**src/acc_pkg.sv**
```systemverilog
// shared constants for the analog comparator control block
package acc_pkg;

	// ------------------------------------------------------------
	// geometry
	// ------------------------------------------------------------
	localparam int NUM_CH       = 3;
	localparam int ADDR_W       = 8;
	localparam int DATA_W       = 32;
	localparam int SEL_W        = 3;
	localparam int ROUTE_W      = 4;
	localparam int FILT_W       = 5;
	localparam int HIST_LEN     = 32;
	localparam int CNT_W        = 6;
	localparam int DIV_W        = 16;
	localparam int TRIM_W       = 6;
	localparam int HYSTERESIS_LEVEL_W       = 2;

	// ------------------------------------------------------------
	// register offsets (byte addresses)
	// ------------------------------------------------------------
	localparam logic [7:0] OFS_IRQ_ENABLE = 8'h00;
	localparam logic [7:0] OFS_WINDOW     = 8'h08;
	localparam logic [7:0] OFS_LOCK       = 8'h0c;
	localparam logic [7:0] OFS_CTRL_BASE  = 8'h10;
	localparam logic [7:0] OFS_FILC_BASE  = 8'h14;
	localparam logic [7:0] OFS_FILP_BASE  = 8'h18;
	localparam logic [7:0] OFS_CH_STRIDE  = 8'h10;
	localparam logic [7:0] OFS_REFERENCE  = 8'h40;
	localparam logic [7:0] OFS_IRQ_STATUS = 8'h48;

	// ------------------------------------------------------------
	// control register fields
	// ------------------------------------------------------------
	localparam int CTRL_EN      = 0;
	localparam int CTRL_NEG_LSB = 1;
	localparam int CTRL_POS_LSB = 5;
	localparam int CTRL_RTE_LSB = 9;
	localparam int CTRL_POL     = 13;
	localparam int CTRL_HYS_LSB = 14;
	localparam int CTRL_BLK_LSB = 16;
	localparam int CTRL_OUT     = 19;
	localparam int CTRL_FVAL    = 21;
	localparam logic [31:0] CTRL_WMASK = 32'h0007_feef;

	// filter control fields
	localparam int FILC_EN      = 0;
	localparam int FILC_THR_LSB = 1;
	localparam int FILC_WIN_LSB = 6;

	// reference register: per channel enable then trim, 7 bits each
	localparam int REF_STRIDE   = 7;

	// ------------------------------------------------------------
	// selection codes
	// ------------------------------------------------------------
	localparam logic [2:0] POS_FLOAT_ALL  = 3'h7;
	localparam logic [2:0] POS_FLOAT_CH3  = 3'h6;
	localparam logic [2:0] POS_PAIR_CH1   = 3'h6;
	localparam logic [2:0] POS_PAIR_CH2   = 3'h0;
	localparam logic [2:0] NEG_INT_REF    = 3'h0;
	localparam logic [2:0] NEG_FLOAT_5    = 3'h5;
	localparam logic [2:0] NEG_FLOAT_6    = 3'h6;
	localparam logic [2:0] NEG_FLOAT_7    = 3'h7;
	localparam logic [2:0] BLK_NONE       = 3'h0;
	localparam logic [2:0] BLK_TIMER_ONE  = 3'h1;
	localparam logic [2:0] BLK_TIMER_EIGHT = 3'h2;

	localparam logic [3:0] RTE_NONE       = 4'h0;
	localparam logic [3:0] RTE_BRK_ONE    = 4'h1;
	localparam logic [3:0] RTE_NC_5       = 4'h5;
	localparam logic [3:0] RTE_NC_A       = 4'ha;
	localparam logic [3:0] RTE_NC_B       = 4'hb;
	localparam logic [3:0] RTE_NC_C       = 4'hc;
	localparam logic [3:0] RTE_BRK_EIGHT  = 4'hd;
	localparam logic [3:0] RTE_BRK_BOTH   = 4'he;
	localparam logic [3:0] RTE_LP_TRIGGER_ROUTE    = 4'hf;

endpackage

```
**src/acc_filter.sv**
```systemverilog
// sample-window vote filter with its own prescaled sampling enable
`timescale 1ns/1ps
module acc_filter
	import acc_pkg::*;
(
	// clock and reset
	input  wire logic              ref_clk,
	input  wire logic              reset_n,
	// configuration
	input  wire logic              filter_enable,
	input  wire logic [DIV_W-1:0]  filter_clock_divider,
	input  wire logic [FILT_W-1:0] filter_window_length,
	input  wire logic [FILT_W-1:0] filter_vote_threshold,
	// data
	input  wire logic              sample_in,
	output logic                   filt_out
);

	logic [DIV_W-1:0]    div_reg;
	logic                tick;
	logic [HIST_LEN-1:0] hist_reg;
	logic                filt_reg;
	logic [CNT_W-1:0]    ones;
	logic [CNT_W-1:0]    zeros;
	logic [CNT_W-1:0]    win_len;

	// ------------------------------------------------------------
	// sampling enable: one pulse every divider+1 clocks
	// ------------------------------------------------------------
	assign tick = (div_reg == filter_clock_divider);

	always_ff @(posedge ref_clk or negedge reset_n) begin
		if (!reset_n)
			div_reg <= '0;
		else if (!filter_enable || tick)
			div_reg <= '0;
		else
			div_reg <= div_reg + 1'b1;
	end

	// ------------------------------------------------------------
	// sample history, newest in bit 0
	// ------------------------------------------------------------
	always_ff @(posedge ref_clk or negedge reset_n) begin
		if (!reset_n)
			hist_reg <= '0;
		else if (filter_enable && tick)
			hist_reg <= {hist_reg[HIST_LEN-2:0], sample_in};
	end

	// votes inside the window of length+1 samples
	always_comb begin
		ones    = '0;
		win_len = CNT_W'(filter_window_length) + 1'b1;
		for (int i = 0; i < HIST_LEN; i++) begin
			if ((CNT_W'(i) < win_len) && hist_reg[i])
				ones = ones + 1'b1;
		end
		zeros = win_len - ones;
	end

	// when enabled, output moves only on a qualified majority; a weak threshold lets it chatter
	always_ff @(posedge ref_clk or negedge reset_n) begin
		if (!reset_n)
			filt_reg <= 1'b0;
		else if (!filter_enable)
			filt_reg <= sample_in;
		else if (ones >= CNT_W'(filter_vote_threshold))
			filt_reg <= 1'b1;
		else if (zeros >= CNT_W'(filter_vote_threshold))
			filt_reg <= 1'b0;
	end

	assign filt_out = filt_reg;

endmodule // acc_filter

```
**src/acc_route.sv**
```systemverilog
// per-channel decode of the trigger route code
`timescale 1ns/1ps
module acc_route
	import acc_pkg::*;
#(
	parameter int CHAN = 0
)(
	// inputs
	input  wire logic               result,
	input  wire logic [ROUTE_W-1:0] trigger_route,
	// outputs
	output logic                    trigger_route_level,
	output logic                    brk_one,
	output logic                    brk_eight,
	output logic                    lp_trigger_route
);

	logic not_conn;

	// unconnected codes differ per channel
	always_comb begin
		not_conn = (trigger_route == RTE_NONE);
		case (CHAN)
			0: not_conn = not_conn || (trigger_route == RTE_NC_C);
			1: not_conn = not_conn || (trigger_route == RTE_NC_B) ||
				(trigger_route == RTE_NC_C);
			default: not_conn = not_conn || (trigger_route == RTE_NC_5) ||
				(trigger_route == RTE_NC_A);
		endcase
	end

	// break and low-power destinations are shared, so decode them here
	assign trigger_route_level = result && !not_conn;
	assign brk_one    = result && ((trigger_route == RTE_BRK_ONE) ||
		(trigger_route == RTE_BRK_BOTH));
	assign brk_eight  = result && ((trigger_route == RTE_BRK_EIGHT) ||
		(trigger_route == RTE_BRK_BOTH));
	assign lp_trigger_route    = result && (trigger_route == RTE_LP_TRIGGER_ROUTE);

endmodule // acc_route

```
**src/acc_top.sv**
```systemverilog
// digital control of three analog comparators: registers, filter, routing
//
// The plain strobed port and the address map were chosen for this implementation.
`timescale 1ns/1ps
module acc_top
	import acc_pkg::*;
(
	// clock and reset
	input  wire logic                    ref_clk,
	input  wire logic                    reset_n,
	// register port
	input  wire logic [ADDR_W-1:0]       bus_addr,
	input  wire logic [DATA_W-1:0]       bus_wdata,
	input  wire logic                    bus_write,
	input  wire logic                    bus_read,
	output logic [DATA_W-1:0]            bus_rdata,
	// analog comparator cores
	input  wire logic [NUM_CH-1:0]       comp_raw,
	output logic [NUM_CH-1:0]            comp_enable,
	output logic [NUM_CH*SEL_W-1:0]      positive_input_select,
	output logic [NUM_CH-1:0]            positive_float,
	output logic [NUM_CH*SEL_W-1:0]      negative_input_select,
	output logic [NUM_CH-1:0]            negative_float,
	output logic [NUM_CH-1:0]            negative_internal_ref,
	output logic [NUM_CH*HYSTERESIS_LEVEL_W-1:0]     hysteresis_level,
	output logic [NUM_CH-1:0]            internal_reference_enable,
	output logic [NUM_CH*TRIM_W-1:0]     internal_reference_trim,
	output logic                         pair_window_mode,
	// blanking sources
	input  wire logic                    timer_one_compare5,
	input  wire logic                    timer_eight_compare5,
	// results and triggers
	output logic [NUM_CH-1:0]            comp_out,
	output logic [NUM_CH*ROUTE_W-1:0]    output_route_select,
	output logic [NUM_CH-1:0]            trigger_level,
	output logic                         timer_one_break_input,
	output logic                         timer_eight_break_input,
	output logic                         low_power_timer_ext_trigger,
	// interrupt and wake
	output logic                         comp_irq,
	output logic                         wake_request
);

	// ------------------------------------------------------------
	// storage
	// ------------------------------------------------------------
	// software-visible settings and flags, plus the registered output and its previous value
	logic [DATA_W-1:0] ctrl_reg [NUM_CH];
	logic [DATA_W-1:0] filc_reg [NUM_CH];
	logic [DIV_W-1:0]  filp_reg [NUM_CH];
	logic [NUM_CH-1:0] irq_en_reg;
	logic [NUM_CH-1:0] lock_reg;
	logic [NUM_CH-1:0] irq_status_reg;
	logic              window_reg;
	logic [REF_STRIDE*NUM_CH-1:0] ref_reg;
	logic [NUM_CH-1:0] out_reg;
	logic [NUM_CH-1:0] out_prev_reg;
	// read path
	logic [DATA_W-1:0] rdata_reg;
	logic [DATA_W-1:0] rdata_next;

	// per-channel nets, bit i is channel i+1
	logic [NUM_CH-1:0] polar;
	logic [NUM_CH-1:0] filt;
	logic [NUM_CH-1:0] blank;
	logic [NUM_CH-1:0] rise;
	logic [NUM_CH-1:0] brk1_v;
	logic [NUM_CH-1:0] brk8_v;
	logic [NUM_CH-1:0] lpt_v;
	logic [NUM_CH-1:0] ctrl_hit;
	logic [NUM_CH-1:0] filc_hit;
	logic [NUM_CH-1:0] filp_hit;

	// ------------------------------------------------------------
	// per-channel datapath
	// ------------------------------------------------------------
	// everything in the loop is one channel's private logic
	genvar g;
	generate
		for (g = 0; g < NUM_CH; g++) begin : g_ch
			// decoded select codes of this channel
			logic [SEL_W-1:0] pos_code;
			logic [SEL_W-1:0] neg_code;
			logic [2:0]       blk_code;

			// address decode of the three per-channel groups
			assign ctrl_hit[g] = (bus_addr == OFS_CTRL_BASE + 8'(g) * OFS_CH_STRIDE);
			assign filc_hit[g] = (bus_addr == OFS_FILC_BASE + 8'(g) * OFS_CH_STRIDE);
			assign filp_hit[g] = (bus_addr == OFS_FILP_BASE + 8'(g) * OFS_CH_STRIDE);

			// analog controls straight from the control register
			assign comp_enable[g] = ctrl_reg[g][CTRL_EN];
			assign hysteresis_level[g*HYSTERESIS_LEVEL_W +: HYSTERESIS_LEVEL_W] =
				ctrl_reg[g][CTRL_HYS_LSB +: HYSTERESIS_LEVEL_W];
			assign neg_code = ctrl_reg[g][CTRL_NEG_LSB +: SEL_W];
			assign blk_code = ctrl_reg[g][CTRL_BLK_LSB +: 3];
			assign output_route_select[g*ROUTE_W +: ROUTE_W] =
				ctrl_reg[g][CTRL_RTE_LSB +: ROUTE_W];

			// window mode overrides both positive selects onto the shared pin
			always_comb begin
				pos_code = ctrl_reg[g][CTRL_POS_LSB +: SEL_W];
				if (window_reg && g == 0)
					pos_code = POS_PAIR_CH1;
				else if (window_reg && g == 1)
					pos_code = POS_PAIR_CH2;
			end
			// 111 floats everywhere, 110 only on the third channel
			assign positive_input_select[g*SEL_W +: SEL_W] = pos_code;
			assign positive_float[g] = (pos_code == POS_FLOAT_ALL) ||
				(g == 2 && pos_code == POS_FLOAT_CH3);

			// 000 is the own reference; 101 floats on channels 1 and 3
			assign negative_input_select[g*SEL_W +: SEL_W] = neg_code;
			assign negative_internal_ref[g] = (neg_code == NEG_INT_REF);
			assign negative_float[g] = (neg_code == NEG_FLOAT_6) ||
				(neg_code == NEG_FLOAT_7) ||
				(g != 1 && neg_code == NEG_FLOAT_5);

			// 64-step reference per channel
			assign internal_reference_enable[g] = ref_reg[g*REF_STRIDE];
			assign internal_reference_trim[g*TRIM_W +: TRIM_W] =
				ref_reg[g*REF_STRIDE+1 +: TRIM_W];

			// raw result is only meaningful while the core is enabled
			// gating here keeps an inverted, disabled core from raising a flag
			assign polar[g] = ctrl_reg[g][CTRL_EN] &&
				(comp_raw[g] ^ ctrl_reg[g][CTRL_POL]);

			// blanking picks a timer compare-5 level; unused codes never mask
			always_comb begin
				case (blk_code)
					BLK_TIMER_ONE:   blank[g] = timer_one_compare5;
					BLK_TIMER_EIGHT: blank[g] = timer_eight_compare5;
					default:         blank[g] = 1'b0;
				endcase
			end

			// one vote filter per channel, each with its own divider
			acc_filter u_filter (
				.ref_clk               (ref_clk),
				.reset_n               (reset_n),
				.filter_enable         (filc_reg[g][FILC_EN]),
				.filter_clock_divider  (filp_reg[g]),
				.filter_window_length  (filc_reg[g][FILC_WIN_LSB +: FILT_W]),
				.filter_vote_threshold (filc_reg[g][FILC_THR_LSB +: FILT_W]),
				.sample_in             (polar[g]),
				.filt_out              (filt[g])
			);

			// routing sees the registered output, never the raw result
			acc_route #(.CHAN(g)) u_route (
				.result        (out_reg[g]),
				.trigger_route (ctrl_reg[g][CTRL_RTE_LSB +: ROUTE_W]),
				.trigger_route_level    (trigger_level[g]),
				.brk_one       (brk1_v[g]),
				.brk_eight     (brk8_v[g]),
				.lp_trigger_route       (lpt_v[g])
			);
		end
	endgenerate

	// the shared-pin switch follows the register directly
	assign pair_window_mode = window_reg;

	// ------------------------------------------------------------
	// final output stage
	// ------------------------------------------------------------
	// registered so pins and triggers see a glitch-free level
	// masking after the filter keeps blanking out of its history
	always_ff @(posedge ref_clk or negedge reset_n) begin
		if (!reset_n)
			out_reg <= '0;
		else
			out_reg <= filt & ~blank;
	end

	// previous output, used only by the edge detect
	always_ff @(posedge ref_clk or negedge reset_n) begin
		if (!reset_n)
			out_prev_reg <= '0;
		else
			out_prev_reg <= out_reg;
	end

	// pins see the same registered level as the timers
	assign comp_out = out_reg;
	// shared destinations may be driven by any channel at once
	assign timer_one_break_input       = |brk1_v;
	assign timer_eight_break_input     = |brk8_v;
	assign low_power_timer_ext_trigger = |lpt_v;

	// ------------------------------------------------------------
	// interrupt flags
	// ------------------------------------------------------------
	// polarity is already folded in, so a rise covers both cases
	// the flag sets one cycle after the output rises
	assign rise = out_reg & ~out_prev_reg;

	// software clears a flag by writing one to its bit
	// a new rise in the clearing cycle wins over the write-one clear
	always_ff @(posedge ref_clk or negedge reset_n) begin
		if (!reset_n)
			irq_status_reg <= '0;
		else if (bus_write && bus_addr == OFS_IRQ_STATUS)
			irq_status_reg <= (irq_status_reg & ~bus_wdata[NUM_CH-1:0]) | rise;
		else
			irq_status_reg <= irq_status_reg | rise;
	end

	assign comp_irq     = |(irq_status_reg & irq_en_reg);
	// combinational so it works with the block clock gated in deep stop
	// limitation: the flag itself still needs a clock edge to set
	assign wake_request = comp_irq;

	// ------------------------------------------------------------
	// register writes
	// ------------------------------------------------------------
	// interrupt enables, one bit per channel
	always_ff @(posedge ref_clk or negedge reset_n) begin
		if (!reset_n)
			irq_en_reg <= '0;
		else if (bus_write && bus_addr == OFS_IRQ_ENABLE)
			irq_en_reg <= bus_wdata[NUM_CH-1:0];
	end

	// window mode pairs channels 1 and 2 on one pin
	always_ff @(posedge ref_clk or negedge reset_n) begin
		if (!reset_n)
			window_reg <= 1'b0;
		else if (bus_write && bus_addr == OFS_WINDOW)
			window_reg <= bus_wdata[0];
	end

	// lock bits only ever set; nothing but reset clears them
	// a zero written to a set bit leaves it alone
	always_ff @(posedge ref_clk or negedge reset_n) begin
		if (!reset_n)
			lock_reg <= '0;
		else if (bus_write && bus_addr == OFS_LOCK)
			lock_reg <= lock_reg | bus_wdata[NUM_CH-1:0];
	end

	// reference settings are not covered by the lock
	always_ff @(posedge ref_clk or negedge reset_n) begin
		if (!reset_n)
			ref_reg <= '0;
		else if (bus_write && bus_addr == OFS_REFERENCE)
			ref_reg <= bus_wdata[REF_STRIDE*NUM_CH-1:0];
	end

	// control writes are dropped silently while the channel is locked
	// status and reserved bits are masked; reserved bits read back as zero, status bits read back live values
	always_ff @(posedge ref_clk or negedge reset_n) begin
		if (!reset_n) begin
			for (int i = 0; i < NUM_CH; i++)
				ctrl_reg[i] <= '0;
		end else begin
			for (int i = 0; i < NUM_CH; i++)
				if (bus_write && ctrl_hit[i] && !lock_reg[i])
					ctrl_reg[i] <= bus_wdata & CTRL_WMASK;
		end
	end

	// filter settings stay writable; only control is guarded
	always_ff @(posedge ref_clk or negedge reset_n) begin
		if (!reset_n) begin
			for (int i = 0; i < NUM_CH; i++) begin
				filc_reg[i] <= '0;
				filp_reg[i] <= '0;
			end
		end else begin
			for (int i = 0; i < NUM_CH; i++) begin
				if (bus_write && filc_hit[i])
					filc_reg[i] <= {21'h0, bus_wdata[FILC_WIN_LSB+FILT_W-1:0]};
				if (bus_write && filp_hit[i])
					filp_reg[i] <= bus_wdata[DIV_W-1:0];
			end
		end
	end

	// ------------------------------------------------------------
	// register reads
	// ------------------------------------------------------------
	// per-channel groups first, then the shared registers
	always_comb begin
		rdata_next = '0;
		for (int i = 0; i < NUM_CH; i++) begin
			if (ctrl_hit[i]) begin
				rdata_next = ctrl_reg[i];
				rdata_next[CTRL_OUT]  = out_reg[i];
				rdata_next[CTRL_FVAL] = filt[i];
			end
			if (filc_hit[i])
				rdata_next = filc_reg[i];
			if (filp_hit[i])
				rdata_next = {16'h0, filp_reg[i]};
		end
		case (bus_addr)
			OFS_IRQ_ENABLE: rdata_next = {29'h0, irq_en_reg};
			OFS_WINDOW:     rdata_next = {31'h0, window_reg};
			OFS_LOCK:       rdata_next = {29'h0, lock_reg};
			OFS_REFERENCE:  rdata_next = {11'h0, ref_reg};
			OFS_IRQ_STATUS: rdata_next = {29'h0, irq_status_reg};
			default:        rdata_next = rdata_next;
		endcase
	end

	// read data stands one cycle after the strobe, zero otherwise
	// zero between reads keeps the idle bus quiet
	always_ff @(posedge ref_clk or negedge reset_n) begin
		if (!reset_n)
			rdata_reg <= '0;
		else if (bus_read)
			rdata_reg <= rdata_next;
		else
			rdata_reg <= '0;
	end

	// read data comes straight from a flip-flop
	assign bus_rdata = rdata_reg;

endmodule // acc_top

```
**config.mk**
```make
export PLATFORM = sky130hd
export DESIGN_NAME = acc_top
export DESIGN_NICKNAME = d
export VERILOG_FILES = /design/src/acc_pkg.sv /design/src/acc_filter.sv /design/src/acc_route.sv /design/src/acc_top.sv
export SDC_FILE = /design/constraint.sdc
export NUM_CORES = 1
export LEC_CHECK = 0
export BUFFER_PORTS_ARGS = -buffer_cell sky130_fd_sc_hd__clkbuf_2
export CAP_MARGIN = 20
export CORE_MARGIN = 2
export CORE_UTILIZATION = 30
export DETAILED_ROUTE_END_ITERATION = 8
export PLACE_DENSITY = 0.55
export SETUP_SLACK_MARGIN = 0.15
export SLEW_MARGIN = 20
export SYNTH_ARGS = -nofsm -noshare
export SYNTH_HDL_FRONTEND = slang
export SYNTH_HIERARCHICAL = 1
export SYNTH_SLANG_ARGS = --single-unit
```
**constraint.sdc**
```tcl
create_clock -name ref_clk -period 42.3 [get_ports ref_clk]
set_input_delay 4.23 -clock ref_clk [delete_from_list [all_inputs] [get_ports ref_clk]]
set_output_delay 4.23 -clock ref_clk [all_outputs]
set_load 0.01 [all_outputs]
```
* Word level (Yosys, flattened, before mapping)
Index checks and enable logic that the tools add are counted.
** Word-level totals
- Input port bits :: 49
- Logic and storage cells :: 593
- Register bits :: 348
** Operators by class
- Bitwise logic cells :: 13
- Multiplexer cells :: 125
- Reductions and logical operators :: 171
- $lt $le $gt $ge :: 102
- Add/sub/neg operators :: 102
- Equal/unequal tests :: 54
** Operators by type and width (count)
- 6-bit 2-to-1 mux :: 93
- 6-bit by 1-bit adder with 6-bit output (second input constant) :: 90
- 5-bit by 6-bit less-than comparator with 1-bit output (first input constant) :: 48
- 32-bit 2-to-1 mux :: 5
- 32-bit case mux with 5 select lines :: 1
- 4-bit by 6-bit less-than comparator with 1-bit output (first input constant) :: 24
- 1-bit logical AND :: 131
- 22-bit 2-to-1 mux :: 5
- 3-bit by 6-bit less-than comparator with 1-bit output (first input constant) :: 12
- 4-bit == test (second input constant) :: 13
- 16-bit by 1-bit adder with 16-bit output (second input constant) :: 3
- 16-bit == test :: 3
- 8-bit by 6-bit == test with 1-bit output (second input constant) :: 6
- 16-bit 2-to-1 mux :: 3
- 3-bit == test (second input constant) :: 12
- 6-bit by 5-bit >= comparator with 1-bit output :: 6
- 1-bit by 6-bit less-than comparator with 1-bit output (first input constant) :: 6
- 2-bit by 6-bit less-than comparator with 1-bit output (first input constant) :: 6
- 8-bit by 5-bit == test with 1-bit output (second input constant) :: 3
- 1-bit logical OR :: 20
- 5-bit by 1-bit adder with 6-bit output (second input constant) :: 3
- 6-bit subtractor :: 3
- 8-bit by 4-bit == test with 1-bit output (second input constant) :: 2
- 8-bit by 7-bit == test with 1-bit output (second input constant) :: 2
- 18 further kinds :: 67

* Logic depth before layout (Yosys ltp)
Gate-level depths: netlist of run 1.
- Depth in word-level cells :: 71
- Depth in mapped cells :: 113
- Gate-level depth less buffers :: 112

* Modules after synthesis
Netlist of run 1, hierarchy kept.
** Modules (own cells, without submodules)
- acc_filter :: sequential area each 1226.2 um^2, area an instance 7589.8 um^2, times used 3, cells an instance 908
- acc_top :: sequential area each 4779.6 um^2, area an instance 9286.4 um^2, times used 1, cells an instance 778
- acc_route (g_ch[1].u_route) :: sequential area each 0.0 um^2, area an instance 85.1 um^2, times used 1, cells an instance 12
- acc_route (g_ch[2].u_route) :: sequential area each 0.0 um^2, area an instance 81.3 um^2, times used 1, cells an instance 11
- acc_route (g_ch[0].u_route) :: sequential area each 0.0 um^2, area an instance 70.1 um^2, times used 1, cells an instance 10

* Worst setup path after synthesis of run 1
Ideal clock, no wire load.
- Path type :: register to register
- Start point :: register filc_reg[38] in the netlist's numbering
- End point :: register g_ch[1].u_filter.filt_reg
- Path slack :: 21.918 ns
- Arrival time :: 20.317 ns
- Stages on the path, launching flop included :: 113
- Required time :: 42.235 ns
- Library setup time :: 0.065 ns
- Clock period less this slack :: 20.382 ns
- Cell sequence :: dfrtp_1 > buf_2 > inv_1 > ha_1 > buf_2 > inv_1 > o31ai_2 > inv_2 > ha_1 > xnor2_1 > ha_1 > nand2b_1 > a21oi_1 > a21oi_1 > ha_1 > o2bb2ai_1 > o21bai_1 > inv_1 > [... 77 more ...] > mux2i_1 > inv_1 > ha_1 > nor2_1 > a21oi_1 > ha_1 > mux2_2 > inv_1 > ha_1 > a21o_1 > a21oi_1 > xnor2_1 > ha_1 > nor2b_1 > o21ai_0 > nand4b_1 > nand4b_1 > o22a_1
** On the way
- Word-level cells in the longest chain between the ends :: 69
- Elaborated cells on any way between the ends :: 134
- Classes of those cells :: add/sub (33); order compare (34); eq/ne (1); mux (34); reduce/logical (32)
** RTL lines
- start: declaration :: RTL line acc_top.sv:49 : logic [DATA_W-1:0] filc_reg [NUM_CH];
- start signal: indexed assignment :: RTL line acc_top.sv:275 : filc_reg[i] <= {21'h0, bus_wdata[FILC_WIN_LSB+FILT_W-1:0]};
- 5-bit by 1-bit adder with 6-bit output * :: RTL line acc_filter.sv:54 : win_len = CNT_W'(filter_window_length) + 1'b1;
- 1-bit by 6-bit less-than comparator with 1-bit output :: RTL line acc_filter.sv:56 : if ((CNT_W'(i) < win_len) && hist_reg[i])
- 1-bit logical AND :: RTL line acc_filter.sv:56
- 1-bit 2-to-1 mux :: RTL line acc_filter.sv:56
- 1-bit by 1-bit adder with 2-bit output :: RTL line acc_filter.sv:57 : ones = ones + 1'b1;
- 6-bit 2-to-1 mux :: RTL line acc_filter.sv:56
- 6-bit by 1-bit adder with 6-bit output :: RTL line acc_filter.sv:57
- 6-bit 2-to-1 mux :: RTL line acc_filter.sv:56
- [... 53 more ...]
- 6-bit 2-to-1 mux :: RTL line acc_filter.sv:56
- 6-bit by 1-bit adder with 6-bit output :: RTL line acc_filter.sv:57
- 6-bit 2-to-1 mux :: RTL line acc_filter.sv:56
- 6-bit by 1-bit adder with 6-bit output :: RTL line acc_filter.sv:57
- 6-bit 2-to-1 mux :: RTL line acc_filter.sv:56
- 6-bit subtractor or 6-bit by 5-bit >= comparator with 1-bit output (tied branches) :: RTL line acc_filter.sv:59, acc_filter.sv:68
- 6-bit by 5-bit >= comparator with 1-bit output or 1-bit 2-to-1 mux (tied branches) :: RTL line acc_filter.sv:70, acc_filter.sv:68
- 3-bit by 1-bit inequality test with 1-bit output (no source line) or 1-bit 2-to-1 mux (tied branches)
- end signal: assignment :: RTL line acc_filter.sv:67 : filt_reg <= sample_in;
- end: declaration :: RTL line acc_filter.sv:22 : logic filt_reg;
Every way passes the cells marked *; elsewhere a longest branch is shown, timed or not.
A chain may end at the register's enable or synchronous reset.

* Worst setup path in the final report of run 1
Ends and elaborated chain as after synthesis.

==> impl_metrics.tcl, run 1 <==
set metrics [dict create \
    postCtsSetupBuffers 0 \
    drt_iter0_drc 1873 \
    synth_flop_cell "dfrtp_1" \
    syn_area_um2 32300 \
    critPathMaxStageDelay_ns 0.71 \
    io_buffers 140 \
    clock_skew_ns 0.0374 \
    p_sw_mw 0.226 \
    synth_mux_area_share_pct 11.2 \
    path_clk_slew_ns 0.06 \
    gp_congestion 0.874 \
    fp.dieH_um 332 \
    cts_root_buf "clkbuf_16" \
    synth_edf_count 0 \
    max-slew-margin-rel_pct 24.4 \
    synth_area_leaders "dfrtp_1, mux2_2, xnor2_1, ha_1, xor2_1" \
    num_rows 120 \
    cts_max_level 2 \
    clk_path_buf_depth 3 \
    start_kind "flop" \
    end_kind "flop" \
    fin_area_um2 35300 \
    dp_hpwl_um 70000 \
    core_area_um2 107000 \
    dr.pass1.iters 6 \
    ys_seq_area_share_pct 26.2 \
    path_common_cell "ha_1" \
    die_x_um 332 \
    slowest_stage "dfrtp_1" \
    setup_viol 0 \
    cts-resized-gates 0 \
    ioPinCount 162 \
    syn2layout_area_growth_pct 9.26 \
    synth_common_cells "dfrtp_1, nand2_1, mux2_2" \
    wire_per_inst_um 18.4 \
    ir_drop_uv 28.8 \
    worstHoldPathType "flop to flop" \
    rsz0062_at_grt "false" \
    grt_overflow_total 0 \
    synth-adder-area-share_pct 5.88 \
    postRouteAntennaNets 0 \
    totalWireLength_um 92200 \
    worstPathArrival_ns 23.85 \
    ys_types 117 \
    grt_start_max_net_pins 139 \
    final_nets 3762 \
    syn_avg_cell_area_um2 9.13 \
    cts_tree "built" \
    fmax_mhz 42.9 \
    vias_per_cell 5.29 \
    vias 26500 \
    seqCellArea_um2 8460 \
    worst-setup-path-type "flop to flop" \
    synth_compound_area_share_pct 17.4 \
    die-area_um2 110000 \
    hold_viol_final 0 \
    cts_hold_buf 0 \
    synth_top_area_share_pct 26.2 \
    comb_power_share_pct 12.3 \
    status "finished, final reports clean" \
    syn_inst 3535 \
    synth_top_area_cell "dfrtp_1" \
    nFillCells 11200 \
    p_leak_nw 16.0 \
    start_util_pct 30.2 \
    power_frac_clock_pct 44.3 \
    ys_ff_latch 338 \
    p_int_mw 0.574 \
    max-cap-violations 0 \
    synth_warnings 6 \
    clock-sinks 338 \
    synth_top_family_by_area "simple AND/OR/NAND/NOR gates" \
    period_needed_ns 23.33 \
    worstSkewPairLatency_ns 0.60 \
    multi_input_area_um2 22100 \
    finalSetupTns_ns 0 \
    p_seq_share_pct 43.4 \
    worst_pin_slew_ns 1.13 \
    drv_slew 0 \
    drive_gt1_share_pct 18.4 \
    synth_most_common_cell "dfrtp_1" \
    fin_crit_sh_pct 55.2 \
    antenna_found_initial 8 \
    largest_register_ffs 96 \
    grt_pass1_vias 25300 \
    place_area_um2 33900 \
    drc_errors 0 \
    synthArstFlopShare_pct 100 \
    grt_pass1_wl_um 145000 \
    grt_usage_pct 16.3 \
    p_per_area_nw_per_um2 22.7 \
    netSwitchingFraction_pct 28.2 \
    cts_buffers 40 \
    synth_xor_area_share_pct 15.9 \
    crit_fanout 18 \
    cp.required_ns 42.82 \
    yosys.area_share.simple_pct 18.0 \
]
## metrics by stage
step	power, mW	std cells	utilization (%)	worst slack (ns)	hold WS (ns)
floorplan	0.414	3544	-	21.92	0.400
global placement	0.449	4923	31.7	19.19	0.410
finish	0.799	5000	33.0	18.97	0.422
detailed placement	0.450	4923	31.7	19.10	0.416
global route	0.832	4996	33.0	17.28	0.449
CTS	0.807	4995	33.0	18.98	0.427
## power groups by stage
stage | Sequential [mW] | Clock, mW | Combinational (mW)
6_report | 0.347 | 0.354 | 0.0983
3_5_place_dp | 0.352 | 0 | 0.0976
5_1_grt | 0.348 | 0.376 | 0.109
2_1_floorplan | 0.345 | 0 | 0.0688
4_1_cts | 0.346 | 0.362 | 0.0983
3_3_place_gp | 0.352 | 0 | 0.0970
## worst max-delay path, delay by kind of cell (launching register included)
family	cells	cell delay, ns
xor+xnor	2	0.36
compound gates	32	6.37
mux	8	1.94
fa+ha+maj	33	10.28
simple gates	26	2.84
buf+inv	9	0.76
flops	1	0.71
## area by class of cell
type / instances / area share (%)
Timing Repair Buffer: 163 / 2.60
Clock buffer: 58 / 3.28
Tap cell: 1403 / 4.98
Antenna cell: 4 / 0.0284
Clock inverter: 14 / 0.539
Inverter: 186 / 1.98
Multi-Input combinational cell: 2834 / 62.6
Sequential cell: 338 / 24.0
## worst paths after layout
path | from | to | slack, ns | depth (start not counted)
setup / recovery | filc_reg[38] | g_ch[1].u_filter/filt_out | 18.97 | 110
hold / removal | out_prev_reg[2] | irq_status_reg[2] | 0.42 | 1
setup reg to reg | filc_reg[38] | g_ch[1].u_filter/filt_out | 18.97 | 110
hold reg to reg | out_prev_reg[2] | irq_status_reg[2] | 0.42 | 1
max in group asynchronous | reset_n | negative_input_select[5] | 36.35 | 4
min in group asynchronous | reset_n | ref_reg[13] | 3.58 | 1
## kinds of logic (layout without fill, tap and decap cells)
| kind of cell | after synthesis | after routing |
|---|---|---|
| multiplexers | 326 | 326 |
| XOR/XNOR | 465 | 465 |
| buffers and inverters | 372 | 421 |
| other | 1 | 14 |
| AO/OA/AOI/OAI | 764 | 764 |
| flip-flops | 338 | 338 |
| adder cells (fa/ha/maj) | 150 | 150 |
| AND/OR/NAND/NOR | 1119 | 1119 |
## cells in the final DEF (no fill, tap or decap), types with 71 or more instances in the layout
cell type	n
a21oi_1	167
clkbuf_2	139
dfrtp_1	338
ha_1	147
inv_1	170
mux2_2	240
mux2i_1	71
nand2_1	306
nand3_1	130
nor2_1	196
o21ai_0	126
xnor2_1	234
xor2_1	147
## per-layer routing
layer | share of wire, % | GRT usage (%) | vias up
met3 | 5.4 | 2.46 | 125
li1 | - | - | 12800
met4 | 2.1 | 3.95 | 4
met2 | 45 | 26.2 | 596
met5 | 0.029 | 0 | -
met1 | 47 | 22.8 | 12900
No activity file was read; power rests on OpenSTA's default activity.
==> run 2, diff against run 1 <==
clock period = 21.9 ns   (was 42.3 ns; I/O delays follow)
==> impl_metrics.tcl, run 2 (synthesis gave the netlist of run 1 again) <==
set metrics [dict create \
    start_kind "flop" \
    critPathMaxStageDelay_ns 0.45 \
    p_total_mw 1.55 \
    status "finished, final reports clean" \
    r2r_slack_ns 1.19 \
    grtUsageMet2_pct 26.0 \
    fp.dieH_um 332 \
    comb_power_share_pct 13.3 \
    grt_most_used_layer "met2" \
    max-slew-margin-rel_pct 33.3 \
    layout_common_cells "dfrtp_1, nand2_1, mux2_2" \
    grt_pass1_vias 25500 \
    drive_gt1_share_pct 23.6 \
    largest_register_ffs 96 \
    wire_per_inst_um 18.4 \
    fin_crit_sh_pct 94.6 \
    vias_per_cell 5.28 \
    ioPinCount 162 \
    core_area_um2 107000 \
    power_frac_clock_pct 43.9 \
    final_common_cell "dfrtp_1" \
    hold_viol_final 0 \
    ir_drop_uv 55.0 \
    io_buffers 140 \
    rsz0062_at_grt "true" \
    worstPathArrival_ns 21.23 \
    antenna_found_initial 8 \
    path_buf_inv 8 \
    num_rows 120 \
    netSwitchingFraction_pct 28.3 \
    worstHoldPathType "flop to flop" \
    gp_congestion 0.880 \
    p_int_mw 1.12 \
    die-area_um2 110000 \
    period_needed_ns 20.71 \
    p_leak_nw 16.6 \
    setup_viol 0 \
    setup_ws_ns 1.19 \
    place_ws_ns 0.247 \
    hold_slack_ns 0.425 \
    drc_errors 0 \
    p_sw_mw 0.440 \
    vias 27000 \
    nFillCells 11100 \
    path_delay_family "adder cells" \
    slowest_stage "dfrtp_2" \
    met3_usage_pct 2.61 \
    cts_tree "built" \
    cts_max_level 2 \
    grt_usage_pct 16.3 \
    cts_root_buf "clkbuf_16" \
    clock_skew_ns 0.0438 \
    clk_path_buf_depth 3 \
    max-cap-violations 0 \
    path_clk_slew_ns 0.06 \
    final_nets 3887 \
    grt_pass1_wl_um 145000 \
    clock-sinks 338 \
    die_x_um 332 \
    postRouteAntennaNets 0 \
    drv_slew 0 \
    dr.pass1.iters 5 \
    drt_iter0_drc 1926 \
    dp_hpwl_um 71400 \
    grt_use_met1_pct 22.5 \
    crit_fanout 6 \
    grt_overflow_total 0 \
    fmax_mhz 48.3 \
    worstSkewPairLatency_ns 0.60 \
    place_area_um2 34600 \
    end_kind "flop" \
    p_seq_share_pct 42.9 \
    grt_start_max_net_pins 81 \
    syn2layout_area_growth_pct 13.7 \
    cts_buffers 40 \
    worst-setup-path-type "flop to flop" \
    start_util_pct 30.2 \
    totalWireLength_um 94200 \
    worst_pin_slew_ns 0.993 \
    fin_area_um2 36700 \
    path_common_cell "ha_1" \
    cp.required_ns 22.42 \
    p_per_area_nw_per_um2 42.3 \
]
run 2: cell type report:
cell class | instances | area [um2] | share of cell area [%]
Timing Repair Buffer | 288 | 1830 | 4.98
Antenna cell | 2 | 5.00 | 0.0136
Multi-Input combinational cell | 2834 | 22600 | 61.6
Tap cell | 1403 | 1760 | 4.78
Inverter | 186 | 698 | 1.90
Sequential cell | 338 | 8460 | 23.1
Clock inverter | 14 | 191 | 0.521
Clock buffer | 59 | 1160 | 3.17
run 2: path summary, 6_finish.rpt:
path | startpoint | endpoint | cells after the start
min in group asynchronous | reset_n | ref_reg[19] | 1
worst max register to register | filc_reg[6] | g_ch[2].u_filter/filt_out | 110
worst min register to register | out_prev_reg[0] | irq_status_reg[0] | 1
worst min-delay path | out_prev_reg[0] | irq_status_reg[0] | 1
worst max-delay path | filc_reg[6] | g_ch[2].u_filter/filt_out | 110
max in group asynchronous | reset_n | filc_reg[70] | 2
run 2: power groups by stage:
stage / combinational [mW] / clock [mW] / sequential, mW
floorplan: 0.133 / 0 / 0.666
global placement: 0.197 / 0 / 0.677
detailed placement: 0.198 / 0 / 0.677
CTS: 0.199 / 0.696 / 0.666
global route: 0.227 / 0.722 / 0.668
finish: 0.206 / 0.682 / 0.666
run 2: worst register-to-register path: cells and delay by family (launching register included):
family / cells / cell delay [ns]
adder cells (fa/ha/maj): 33 / 9.39
multiplexers: 8 / 1.94
XOR/XNOR: 1 / 0.14
flip-flops: 1 / 0.45
AND/OR/NAND/NOR: 26 / 3.03
AO/OA/AOI/OAI: 34 / 5.05
buffers and inverters: 8 / 0.66
run 2: routing by layer:
metal  share of wire, %  up-vias
met5              0.057        -
met4                2.9        8
met3                5.0      159
met2                 45      602
met1                 47    13200
li1                   -    13100
run 2: per-stage QoR:
| step | instances | util [%] | TNS, ns |
|---|---|---|---|
| global placement | 5013 | 32.3 | 0 |
| floorplan | 3544 | - | 0 |
| detailed placement | 5013 | 32.3 | 0 |
| finish | 5124 | 34.3 | 0 |
| global route | 5122 | 34.3 | -0.0307 |
| CTS | 5086 | 33.6 | 0 |
run 2: repair_timing:
item                                    in CTS  in global routing
endpoints found under the setup margin       0                  3
buffers inserted                             0                 36
hold buffers                                 0                  0
resized for setup                            0                108
==> run 3, diff against run 2 <==
CORE_MARGIN = 8   (was 2)
==> impl_metrics.tcl, run 3 (synthesis gave the netlist of run 1 again) <==
set metrics [dict create \
    ir_drop_uv 50.9 \
    final_nets 3895 \
    largest_register_ffs 96 \
    ioPinCount 162 \
    p_seq_share_pct 41.6 \
    clock_skew_ns 0.0299 \
    cp.required_ns 22.42 \
    vias 27000 \
    grt_pass1_wl_um 150000 \
    num_rows 120 \
    worstHoldStart "out_prev_reg[1]" \
    clock-sinks 338 \
    postRouteAntennaNets 0 \
    regToRegStartpoint "filc_reg[6]" \
    hold_viol_final 0 \
    dp_hpwl_um 72800 \
    finalSetupTns_ns 0 \
    gp_congestion 0.879 \
    grt_use_met1_pct 22.2 \
    layout_common_cells "dfrtp_1, nand2_1, mux2_2" \
    vias_per_cell 5.27 \
    die-area_um2 118000 \
    r2r-end "g_ch[2].u_filter/filt_out" \
    min_to "irq_status_reg[1]" \
    drv_slew 0 \
    path_common_cell "ha_1" \
    netSwitchingFraction_pct 27.6 \
    power_frac_clock_pct 45.5 \
    grtUsageMet2_pct 25.4 \
    syn2layout_area_growth_pct 14.6 \
    worstPathArrival_ns 21.14 \
    start_kind "flop" \
    p_sw_mw 0.443 \
    fin_area_um2 37000 \
    met3_usage_pct 1.84 \
    period_needed_ns 20.62 \
    worstHoldPathType "flop to flop" \
    worst_pin_slew_ns 1.04 \
    rsz0062_at_grt "true" \
    die_x_um 344 \
    grt_overflow_total 0 \
    comb_power_share_pct 12.9 \
    crit_fanout 7 \
    r2r_slack_ns 1.28 \
    drive_gt1_share_pct 24.2 \
    end_kind "flop" \
    grt_most_used_layer "met2" \
    grt_start_max_net_pins 158 \
    worstSkewPairLatency_ns 0.59 \
    totalWireLength_um 95900 \
    slowest_stage "dfrtp_2" \
    p_int_mw 1.16 \
    worst-setup-path-type "flop to flop" \
    hold_slack_ns 0.425 \
    drc_errors 0 \
    io_buffers 140 \
    dr.pass1.iters 5 \
    path_delay_family "adder cells" \
    path_clk_slew_ns 0.06 \
    cts_root_buf "clkbuf_16" \
    hold_depth 1 \
    nFillCells 11000 \
    place_area_um2 34600 \
    fmax_mhz 48.5 \
    clk_path_buf_depth 3 \
    core_area_um2 107000 \
    fp.dieH_um 344 \
    fin_crit_sh_pct 94.2 \
    cts_max_level 2 \
    max-slew-margin-rel_pct 30.6 \
    drt_iter0_drc 1836 \
    fin_util_pct 34.6 \
    cts_buffers 40 \
    p_per_area_nw_per_um2 43.3 \
    final_common_cell "dfrtp_1" \
    setup_viol 0 \
    wire_per_inst_um 18.7 \
    status "finished, final reports clean" \
    cts_tree "built" \
    start_util_pct 30.2 \
    reg2regPathDepth 110 \
    p_leak_nw 16.7 \
    critPathMaxStageDelay_ns 0.47 \
    grt_pass1_vias 25700 \
    grt_usage_pct 15.6 \
    max-cap-violations 0 \
    path_buf_inv 9 \
    antenna_found_initial 10 \
]
[run 3: power groups by stage]
| stage | registers, mW | logic (mW) | clock network [mW] |
|---|---|---|---|
| 3_5_place_dp | 0.677 | 0.198 | 0 |
| 6_report | 0.667 | 0.207 | 0.730 |
| 3_3_place_gp | 0.677 | 0.197 | 0 |
| 5_1_grt | 0.669 | 0.227 | 0.769 |
| 4_1_cts | 0.666 | 0.199 | 0.745 |
| 2_1_floorplan | 0.666 | 0.133 | 0 |
[run 3: stage by stage]
stage / cells / power, mW / setup WS [ns]
floorplan: 3544 / 0.799 / 1.52
global placement: 5020 / 0.874 / 0.352
detailed placement: 5020 / 0.876 / 0.271
CTS: 5091 / 1.61 / 0.162
global route: 5129 / 1.66 / -0.00189
finish: 5133 / 1.60 / 1.28
[run 3: worst max path at each step]
stage                            start  slack, ns                   endpoint  cells after the start
after CTS                  filc_reg[6]       0.16  g_ch[2].u_filter/filt_out                    111
after detailed placement   filc_reg[6]       0.27  g_ch[2].u_filter/filt_out                    111
final                      filc_reg[6]       1.28  g_ch[2].u_filter/filt_out                    110
after floorplan           filc_reg[38]       1.52  g_ch[1].u_filter/filt_out                    112
after global routing      filc_reg[70]     -0.002  g_ch[0].u_filter/filt_out                    112
after global placement     filc_reg[6]       0.35  g_ch[2].u_filter/filt_out                    111
[run 3: what timing repair did]
action / CTS / global route
setup buffers: 0 / 37
setup endpoints to repair: 0 / 3
hold buffers: 0 / 0
resized for setup: 0 / 129
[run 3: per-layer routing]
layer	routed length [um]	share of wire, %
met5	23	0.024
met2	43800	46
met1	45400	47
met3	4700	4.9
met4	1960	2.0
[run 3: cell type report]
cell class / count / area [um2] / area share (%)
clock buffers: 53 / 1140 / 3.08
diodes: 5 / 12.5 / 0.0338
well taps: 1403 / 1760 / 4.74
flip-flops and latches: 338 / 8470 / 22.9
clock inverters: 18 / 303 / 0.818
inverters: 186 / 698 / 1.89
repair buffers: 296 / 1910 / 5.16
multi-input cells: 2834 / 22700 / 61.4
